**config.mk**
```make
export PLATFORM = sky130hd
export DESIGN_NAME = bwpf_filter
export DESIGN_NICKNAME = d
export VERILOG_FILES = /design/src/hdl/bwpf_pkg.sv /design/src/hdl/bwpf_filter.sv
export VERILOG_INCLUDE_DIRS = /design/src /design/src/hdl
export SDC_FILE = /design/constraint.sdc
export NUM_CORES = 1
export LEC_CHECK = 0
export BUFFER_PORTS_ARGS = -buffer_cell sky130_fd_sc_hd__buf_2
export CORE_MARGIN = 2
export CORE_UTILIZATION = 32
export DETAILED_ROUTE_END_ITERATION = 10
export PLACE_DENSITY_LB_ADDON = 0.08
export SYNTH_ARGS = -nofsm -noshare
export SYNTH_HDL_FRONTEND = slang
export SYNTH_SLANG_ARGS = --single-unit
export TNS_END_PERCENT = 10
```
**constraint.sdc**
```tcl
create_clock -name clock -period 3.3 [get_ports clock]
set_input_delay 0.165 -clock clock [delete_from_list [all_inputs] [get_ports clock]]
set_output_delay 0.165 -clock clock [all_outputs]
set_load 0.03 [all_outputs]
```
**src/hdl/bwpf_regs.svh**
```systemverilog
// Register offsets, field positions and reset values
`ifndef BWPF_REGS_SVH
`define BWPF_REGS_SVH
`define BWPF_OFF_CTRL      12'h000
`define BWPF_OFF_ID_VALUE  12'h004
`define BWPF_OFF_ID_MASK   12'h008
`define BWPF_OFF_DATA_LO   12'h00C
`define BWPF_OFF_DATA_HI   12'h010
`define BWPF_OFF_MASK_LO   12'h014
`define BWPF_OFF_MASK_HI   12'h018
`define BWPF_OFF_TIMEOUT   12'h01C
`define BWPF_OFF_STATUS    12'h020
`define BWPF_OFF_EVCOUNT   12'h024
`define BWPF_CTRL_ENABLE   0
`define BWPF_CTRL_EXT      1
`define BWPF_CTRL_ACK      2
`define BWPF_ST_AWAKE      0
`define BWPF_ST_ALERT      1
`define BWPF_ST_IGN        2
`define BWPF_ST_BUSWAKE    3
`define BWPF_ST_PAYOK      4
`define BWPF_TIMEOUT_RST   32'h0000_0000
`define BWPF_WORD_RST      32'h0000_0000
`endif
```
**src/hdl/bwpf_pkg.sv**
```systemverilog
// Types for the bus wake payload filter
package bwpf_pkg;
    typedef enum logic [1:0] {
        BWPF_ASLEEP,
        BWPF_BUS_AWAKE,
        BWPF_IGN_AWAKE
    } bwpf_state_e;
    typedef logic [63:0] bwpf_payload_t;
    typedef logic [28:0] bwpf_ident_t;
endpackage

```
**src/hdl/bwpf_filter.sv**
```systemverilog
// Bus wake payload filter with APB register access
`timescale 1ns/1ps
`default_nettype none
`include "bwpf_regs.svh"

module bwpf_filter
    import bwpf_pkg::*;
(
    // Clock and reset
    input  wire logic               clock,
    input  wire logic               nrst,
    // APB slave
    input  wire logic               psel,
    input  wire logic               penable,
    input  wire logic               pwrite,
    input  wire logic [11:0]        paddr,
    input  wire logic [31:0]        pwdata,
    output var  logic [31:0]        prdata,
    output var  logic               pready,
    output var  logic               pslverr,
    // Received frame from the CAN controller, same clock
    input  wire logic               rxValid,
    input  wire logic               rxExtended,
    input  wire bwpf_pkg::bwpf_ident_t   rxIdent,
    input  wire bwpf_pkg::bwpf_payload_t rxPayload,
    // Ignition pin, asynchronous
    input  wire logic               ignition,
    // Wake outputs
    output var  logic               wakePulse,
    output var  logic               loggerRun,
    output var  logic               stopRequest,
    output var  logic               timeoutAlert,
    output var  logic               logEntry
);
    import bwpf_pkg::*;

    ////////////////////////////////////////////////////////////////////
    // Compare helper, shared by identifier and payload paths
    function automatic logic masked_eq(input logic [63:0] rx,
                                       input logic [63:0] val,
                                       input logic [63:0] msk);
        masked_eq = ((rx ^ val) & msk) == 64'h0000_0000_0000_0000;
    endfunction

    ////////////////////////////////////////////////////////////////////
    // Registers
    logic [31:0]   ctrl_reg;
    logic [31:0]   idValue_reg;
    logic [31:0]   idMask_reg;
    bwpf_payload_t dataValue_reg;
    bwpf_payload_t dataMask_reg;
    logic [31:0]   timeout_reg;
    logic [31:0]   evCount_reg;
    logic [31:0]   idleCount_reg;
    logic          alert_reg;
    logic          ignMeta_reg;
    logic          ignSync_reg;
    bwpf_state_e   state_reg;
    bwpf_state_e   state_next;
    logic          payOk_reg;

    ////////////////////////////////////////////////////////////////////
    // Frame match
    wire logic enable  = ctrl_reg[`BWPF_CTRL_ENABLE];
    wire logic extMode = ctrl_reg[`BWPF_CTRL_EXT];
    // Standard frames compare only 11 identifier bits
    wire logic [28:0] idMaskEff = extMode ? idMask_reg[28:0]
                                          : {18'h0_0000, idMask_reg[10:0]};
    wire logic typeOk  = (rxExtended == extMode);
    wire logic idOk    = masked_eq({35'h0, rxIdent},
                                   {35'h0, idValue_reg[28:0]},
                                   {35'h0, idMaskEff});
    // Bit 0 of rxPayload is the first bit sent on the wire
    wire logic payOk   = masked_eq(rxPayload, dataValue_reg,
                                   dataMask_reg);
    wire logic match   = rxValid & enable & typeOk & idOk & payOk;

    ////////////////////////////////////////////////////////////////////
    // Inactivity timer
    wire logic idleDone = (idleCount_reg >= timeout_reg);
    wire logic [31:0] idleInc = idleDone ? idleCount_reg
                                         : idleCount_reg + 32'h0000_0001;
    always_comb begin
        state_next = state_reg;
        case (state_reg)
            BWPF_ASLEEP: begin
                if (ignSync_reg) begin
                    state_next = BWPF_IGN_AWAKE;
                end else if (match) begin
                    state_next = BWPF_BUS_AWAKE;
                end
            end
            BWPF_BUS_AWAKE: begin
                if (ignSync_reg) begin
                    state_next = BWPF_IGN_AWAKE;
                end else if (!match && idleDone) begin
                    state_next = BWPF_ASLEEP;
                end
            end
            BWPF_IGN_AWAKE: begin
                // Matching traffic still holds the logger after ignition
                if (!ignSync_reg) begin
                    state_next = (match || !idleDone) ? BWPF_BUS_AWAKE
                                                      : BWPF_ASLEEP;
                end
            end
            default: begin
                state_next = BWPF_ASLEEP;
            end
        endcase
    end

    wire logic goSleep = (state_reg != BWPF_ASLEEP)
                       & (state_next == BWPF_ASLEEP);
    // Alert only when bus traffic, not ignition, was keeping us awake
    wire logic timeoutHit = goSleep & (state_reg == BWPF_BUS_AWAKE);

    ////////////////////////////////////////////////////////////////////
    // APB decode; zero wait states
    wire logic apbWr = psel & penable & pwrite;
    wire logic apbRd = psel & ~penable & ~pwrite;
    wire logic hitCtrl  = (paddr == `BWPF_OFF_CTRL);
    wire logic hitIdV   = (paddr == `BWPF_OFF_ID_VALUE);
    wire logic hitIdM   = (paddr == `BWPF_OFF_ID_MASK);
    wire logic hitDLo   = (paddr == `BWPF_OFF_DATA_LO);
    wire logic hitDHi   = (paddr == `BWPF_OFF_DATA_HI);
    wire logic hitMLo   = (paddr == `BWPF_OFF_MASK_LO);
    wire logic hitMHi   = (paddr == `BWPF_OFF_MASK_HI);
    wire logic hitTo    = (paddr == `BWPF_OFF_TIMEOUT);
    wire logic hitSt    = (paddr == `BWPF_OFF_STATUS);
    wire logic hitEv    = (paddr == `BWPF_OFF_EVCOUNT);
    wire logic mapped   = hitCtrl | hitIdV | hitIdM | hitDLo | hitDHi
                        | hitMLo | hitMHi | hitTo | hitSt | hitEv;
    wire logic ackWrite = apbWr & hitCtrl & pwdata[`BWPF_CTRL_ACK];
    wire logic [31:0] statusWord = {27'h000_0000, payOk_reg,
                                    (state_reg == BWPF_BUS_AWAKE),
                                    ignSync_reg, alert_reg,
                                    (state_reg != BWPF_ASLEEP)};
    wire logic [31:0] rdMux =
        hitCtrl ? {30'h0000_0000, ctrl_reg[1:0]} :
        hitIdV  ? idValue_reg :
        hitIdM  ? idMask_reg :
        hitDLo  ? dataValue_reg[31:0] :
        hitDHi  ? dataValue_reg[63:32] :
        hitMLo  ? dataMask_reg[31:0] :
        hitMHi  ? dataMask_reg[63:32] :
        hitTo   ? timeout_reg :
        hitSt   ? statusWord :
        hitEv   ? evCount_reg : 32'h0000_0000;

    ////////////////////////////////////////////////////////////////////
    // Sequential logic
    always_ff @(posedge clock) begin
        if (!nrst) begin
            ctrl_reg <= `BWPF_WORD_RST;
        end else if (apbWr && hitCtrl) begin
            // Acknowledge bit acts once and is not stored
            ctrl_reg <= {30'h0000_0000, pwdata[1:0]};
        end
    end

    always_ff @(posedge clock) begin
        if (!nrst) begin
            idValue_reg <= `BWPF_WORD_RST;
        end else if (apbWr && hitIdV) begin
            idValue_reg <= pwdata;
        end
    end

    always_ff @(posedge clock) begin
        if (!nrst) begin
            idMask_reg <= `BWPF_WORD_RST;
        end else if (apbWr && hitIdM) begin
            idMask_reg <= pwdata;
        end
    end

    always_ff @(posedge clock) begin
        if (!nrst) begin
            dataValue_reg <= {`BWPF_WORD_RST, `BWPF_WORD_RST};
        end else if (apbWr) begin
            if (hitDLo) begin
                dataValue_reg[31:0] <= pwdata;
            end
            if (hitDHi) begin
                dataValue_reg[63:32] <= pwdata;
            end
        end
    end

    always_ff @(posedge clock) begin
        if (!nrst) begin
            dataMask_reg <= {`BWPF_WORD_RST, `BWPF_WORD_RST};
        end else if (apbWr) begin
            if (hitMLo) begin
                dataMask_reg[31:0] <= pwdata;
            end
            if (hitMHi) begin
                dataMask_reg[63:32] <= pwdata;
            end
        end
    end

    always_ff @(posedge clock) begin
        if (!nrst) begin
            timeout_reg <= `BWPF_TIMEOUT_RST;
        end else if (apbWr && hitTo) begin
            timeout_reg <= pwdata;
        end
    end

    always_ff @(posedge clock) begin
        if (!nrst) begin
            ignMeta_reg <= 1'b0;
            ignSync_reg <= 1'b0;
        end else begin
            ignMeta_reg <= ignition;
            ignSync_reg <= ignMeta_reg;
        end
    end

    always_ff @(posedge clock) begin
        if (!nrst) begin
            state_reg <= BWPF_ASLEEP;
        end else begin
            state_reg <= state_next;
        end
    end

    always_ff @(posedge clock) begin
        if (!nrst) begin
            idleCount_reg <= `BWPF_WORD_RST;
        end else begin
            idleCount_reg <= match ? `BWPF_WORD_RST : idleInc;
        end
    end

    always_ff @(posedge clock) begin
        if (!nrst) begin
            payOk_reg <= 1'b0;
        end else if (rxValid) begin
            payOk_reg <= payOk;
        end
    end

    // Alert set wins over the software acknowledge
    always_ff @(posedge clock) begin
        if (!nrst) begin
            alert_reg <= 1'b0;
        end else begin
            alert_reg <= timeoutHit | (alert_reg & ~ackWrite);
        end
    end

    always_ff @(posedge clock) begin
        if (!nrst) begin
            evCount_reg <= `BWPF_WORD_RST;
        end else if (timeoutHit) begin
            evCount_reg <= evCount_reg + 32'h0000_0001;
        end
    end

    always_ff @(posedge clock) begin
        if (!nrst) begin
            wakePulse    <= 1'b0;
            loggerRun    <= 1'b0;
            stopRequest  <= 1'b0;
            timeoutAlert <= 1'b0;
            logEntry     <= 1'b0;
        end else begin
            wakePulse    <= match;
            loggerRun    <= (state_next != BWPF_ASLEEP);
            stopRequest  <= goSleep;
            timeoutAlert <= timeoutHit | (alert_reg & ~ackWrite);
            logEntry     <= timeoutHit;
        end
    end

    // Answer in the access cycle; pready pulses for one cycle
    always_ff @(posedge clock) begin
        if (!nrst) begin
            pready  <= 1'b0;
            pslverr <= 1'b0;
        end else begin
            pready  <= psel & ~penable;
            pslverr <= psel & ~penable & ~mapped;
        end
    end

    // Read data stands until the next read
    always_ff @(posedge clock) begin
        if (!nrst) begin
            prdata <= 32'h0000_0000;
        end else if (apbRd) begin
            prdata <= rdMux;
        end
    end
endmodule
`default_nettype wire

```
**Word-level counts from Yosys, hierarchy flattened**

Cells that the tools add are included.

- Register bits: 334
- Input bits: 145
- Output and inout bits: 39
- Logic and storage cells: 108

- Add/sub/neg operators: 2
- Order comparisons: 1
- Equal/unequal tests: 12
- Multiplexer cells: 18
- Bitwise operators: 33
- Reduce and logical (&&, ||, !) cells: 20

Operators by type and width:

| operator | count |
|---|---|
| $mux W32 | 10 |
| $logic_not A64 Y1 | 2 |
| $add A32 B1 Y32 const B | 2 |
| $and A64 B64 Y64 | 1 |
| $xor A64 B64 Y64 | 1 |
| $eq A12 B5 Y1 const B | 4 |
| $ge A32 B32 Y1 | 1 |
| $and A29 B29 Y29 | 1 |
| $mux W29 | 1 |
| $xor A29 B29 Y29 | 1 |
| $eq A12 B4 Y1 const B | 2 |
| $eq A12 B6 Y1 const B | 2 |
| $and A1 B1 Y1 | 14 |
| $eq A12 B3 Y1 const B | 1 |
| $logic_not A12 Y1 | 1 |
| $mux W2 | 5 |
| $or A1 B1 Y1 | 10 |
| $reduce_and A2 Y1 | 4 |
| $pmux W2 S3 | 1 |
| $logic_and A1 B1 Y1 | 5 |
| $not A1 Y1 | 5 |
| $logic_not A2 Y1 | 2 |
| $reduce_bool A2 Y1 | 2 |
| $eq A2 B1 Y1 const B | 1 |
| 6 further kinds | 7 |

**Logic depth before layout (Yosys ltp)**

- Depth in word-level cells: 14
- Mapped depth: 11
- Depth with buffers taken out: 9

**Worst setup path before layout**

Ideal clock, no wire load.

- Kind: register to register
- Start point: reg idleCount_reg[19]
- End point: reg idleCount_reg[26]
- Setup time: 0.117 ns
- Arrival: 2.271 ns
- Required time: 3.183 ns
- Setup slack: 0.912 ns
- Stages on the path, launching flop included: 10
- Buffers on the path: 1
- Clock period less this slack: 2.388 ns
- Path through: dfxtp_1 -> ha_1 -> a21oi_1 -> o21a_1 -> o211ai_1 -> a2111o_1 -> buf_4 -> a2111oi_2 -> xnor2_1 -> nor2_1

- Longest elaborated chain between the ends: 1
- Elaborated cells on any way between the ends: 2
- Those cells by class: add/sub (1); order compare (1)

Ends and longest elaborated chain:

| item | RTL line | text |
|---|---|---|
| start, declared | bwpf_filter.sv:54 | `logic [31:0] idleCount_reg;` |
| start signal, assigned | bwpf_filter.sv:232 | `` idleCount_reg <= `BWPF_WORD_RST; `` |
| start signal, assigned | bwpf_filter.sv:234 | `` idleCount_reg <= match ? `BWPF_WORD_RST : idleInc; `` |
| $add A32 B1 Y32 / $ge A32 B32 Y1 (equally long branches) | bwpf_filter.sv:82, bwpf_filter.sv:80 |  |

Parallel ways exist; a longest one is shown, timed or not.
A chain may end at the register's enable or synchronous reset.

**Worst setup path after layout**

- Start point: reg idleCount_reg[19]
- End point: reg idleCount_reg[29]

The elaborated chain is that of the path after synthesis.

==> flow_metrics.env <==
export IMPL_status="finished clean"
export IMPL_core_mm2=0.0512
export IMPL_routabilityCongestion=0.855
export IMPL_wl_per_cell_um=23.5
export IMPL_fmax_mhz=352
export IMPL_yosysWarnings=0
export IMPL_synth_area_leaders="dfxtp_1, nand2_1, a21oi_1"
export IMPL_die_x_um=231
export IMPL_synth_area_mm2=0.0165
export IMPL_multi_input_area_mm2=0.00918
export IMPL_viasPerCell=5.41
export IMPL_synth_top_area_share_pct=40.4
export IMPL_yosys_area_top_type="dfxtp_1"
export IMPL_endpoint="idleCount_reg[29]"
export IMPL_ys_flop_type="dfxtp_1"
export IMPL_relSlewSlack_pct=46.3
export IMPL_combinationalPowerShare_pct=5.4
export IMPL_p_sw_share_pct=23.8
export IMPL_cts_root_buf="clkbuf_16"
export IMPL_syn_nets=2188
export IMPL_p_int_mw=6.87
export IMPL_synth_most_common_cell="nand2_1"
export IMPL_ff2ff_path_depth=9
export IMPL_fin_crit_sh_pct=86.1
export IMPL_regArea_mm2=0.00669
export IMPL_ys_seq_area_share_pct=40.4
export IMPL_power_share_clock_pct=49.7
export IMPL_ant_nets=0
export IMPL_timing_final_max_slew_violations=0
export IMPL_ctsResizeCount=0
export IMPL_fp_row_count=83
export IMPL_cts_buffers=41
export IMPL_cts_setup_buffers=0
export IMPL_final_util_pct=39.0
export IMPL_first_pass_iters=6
export IMPL_p_seq_share_pct=44.9
export IMPL_timing_rr_start="idleCount_reg[19]"
export IMPL_clk_path_buf_depth=3
export IMPL_setup_worst_path_start_class="register"
export IMPL_min_path_type="primary input to register"
export IMPL_post_dp_hpwl_um=49400
export IMPL_path_class="register to register"
export IMPL_drt_iter0_markers=1637
export IMPL_drive_above_1_share_pct=16.4
export IMPL_routed_top_layer="met4"
export IMPL_io_pins=184
export IMPL_syn_to_final_growth_pct=20.5
export IMPL_synthCells=2009
export IMPL_worst_pin_slew_ns=0.805
export IMPL_power_switching_mw=2.14
export IMPL_port_buffer_count=183
export IMPL_hold_depth=3
export IMPL_finalSetupTns_ns=0
export IMPL_worstPathMaxFanout=9
export IMPL_rr_endpoint="idleCount_reg[29]"
export IMPL_avgSynthCellArea_um2=8.24
export IMPL_clock_sinks=334
export IMPL_grt_setup_unrepaired="false"
export IMPL_wl_met1_um=30900
export IMPL_grt_ovfl_total=0
export IMPL_nFillCells=5197
export IMPL_arrival_ns=3.29
export IMPL_ys_ff_latch=334
export IMPL_ys_top_cells_by_count="nand2_1, dfxtp_1, a21oi_1, xor2_1, clkbuf_1"
export IMPL_hold_viol_final=0
export IMPL_antenna_found_initial=0
export IMPL_cap_violations=0
export IMPL_fin_worst_skew_ns=0.0226
export IMPL_grt_first_pass_wirelength_um=100000
export IMPL_finalCriticalPeriod_ns=2.84
export IMPL_drc=0
export IMPL_die_area_mm2=0.0536
export IMPL_grt_max_degree=161
export IMPL_powerDensity_mw_per_mm2=452
export IMPL_htreeDepth=2
export IMPL_diodes=0
export IMPL_dr_total_vias=15700
export IMPL_cts_tree="yes"
export IMPL_drt_wl_total_um=68200
export IMPL_ir_drop_v=0.000316
export IMPL_start_util_pct=32.3
export IMPL_grt_pass1_vias=15000
export IMPL_startpoint="idleCount_reg[19]"
export IMPL_clkSlewWorstSetupHoldPaths_ns=0.06
export IMPL_worstPathRequired_ns=3.75
export IMPL_dr_wl_met3_um=3920
export IMPL_cts_hold_buf=36
export IMPL_die_h_um=231
export IMPL_setup_violations_final=0
export IMPL_ys_types=73
export IMPL_grt_total_usage_pct=25.1
export IMPL_leakage_nw=7.58
export IMPL_critPathCaptureType="register"
export IMPL_layout_nets=2372
export IMPL_async_flop_share_pct=0
export IMPL_worstSkewPairLatency_ns=0.57
export IMPL_dr_wl_met2_um=31700
export IMPL_synth_edf_count=0
export IMPL_r2r_slack_ns=0.46
[through the flow]
| step | setup WS (ns) | total power [mW] | area [um2] | std cells | hold WS, ns |
|---|---|---|---|---|---|
| 2_1_floorplan | 0.912 | 4.30 | 16500 | 2009 | 0.254 |
| 3_3_place_gp | 0.388 | 4.58 | 18300 | 2794 | 0.377 |
| 3_5_place_dp | 0.422 | 4.58 | 18300 | 2794 | 0.386 |
| 4_1_cts | 0.393 | 9.11 | 19900 | 2899 | 0.00741 |
| 5_1_grt | 0.135 | 9.30 | 19900 | 2899 | 0.0367 |
| 6_report | 0.459 | 9.01 | 19900 | 2899 | 0.0336 |
[cell families (layout without fill, tap and decap cells)]
group | after synthesis | in the layout | share of synthesized area [%]
xor+xnor | 106 | 106 | 5.61
buf+inv | 181 | 391 | 4.45
simple gates | 791 | 791 | 21.4
fa+ha+maj | 34 | 34 | 2.57
compound gates | 502 | 502 | 19.8
flops | 334 | 334 | 40.4
mux | 61 | 61 | 5.81
[worst max-delay path, stage by stage (launching register included)]
cell,delay [ns]
dfxtp_1,0.48
ha_1,0.32
a21oi_1,0.15
o21a_1,0.15
o211ai_1,0.18
a2111o_1,0.56
buf_4,0.22
a211oi_2,0.39
a31o_2,0.21
a21oi_1,0.05
[cell usage in the layout, fill, tap and decap left out, types with 8 or more instances in the layout]
cell | synthesis | routed
a222oi_1 | 26 | 26
clkbuf_16 | 0 | 43
a22oi_1 | 68 | 68
buf_4 | 1 | 47
nand3_1 | 36 | 36
and3_1 | 25 | 25
buf_2 | 36 | 183
and4_1 | 10 | 10
nor2_1 | 38 | 31
and2_1 | 8 | 8
dlygate4sd3_1 | 0 | 36
mux4_2 | 28 | 28
xnor2_1 | 12 | 12
nand4_1 | 43 | 43
nor2_2 | 1 | 8
mux2i_1 | 32 | 32
xor2_1 | 94 | 94
a31o_2 | 8 | 8
ha_1 | 34 | 34
dfxtp_1 | 334 | 334
a21oi_1 | 278 | 277
a22o_1 | 27 | 27
nor3_1 | 12 | 10
clkbuf_1 | 91 | 14
o21ai_0 | 25 | 25
nand2_1 | 545 | 545
nand2b_1 | 30 | 30
inv_1 | 50 | 50
[cell type report]
| type | instances | area share (%) |
|---|---|---|
| clock buffers | 63 | 6.07 |
| clock inverters | 6 | 0.439 |
| multi-input cells | 1494 | 46.0 |
| well taps | 680 | 4.27 |
| flip-flops and latches | 334 | 33.5 |
| inverters | 51 | 0.985 |
| repair buffers | 271 | 8.67 |
[how the worst min path moves through the flow]
stage	startpoint	to	slack, ns
2_1_floorplan	penable	pready	0.25
3_3_place_gp	ignition	ignMeta_reg	0.38
3_5_place_dp	ignition	ignMeta_reg	0.39
4_1_cts	psel	pslverr	0.007
5_1_grt	psel	pslverr	0.04
6_report	psel	pslverr	0.03
[metal layers]
metal	vias to the layer above	GRT usage [%]
met5	-	0
met4	0	6.73
met3	82	2.84
met2	527	40.7
met1	7607	35.2
li1	7459	-
[power by group through the flow]
stage	clock [mW]	combinational, mW	sequential (mW)
after floorplan	0	0.170	4.13
after global placement	0	0.453	4.13
after detailed placement	0	0.452	4.13
after global routing	4.74	0.516	4.04
after CTS	4.59	0.487	4.04
final	4.48	0.490	4.04
Power figures use the tool's default switching activity.
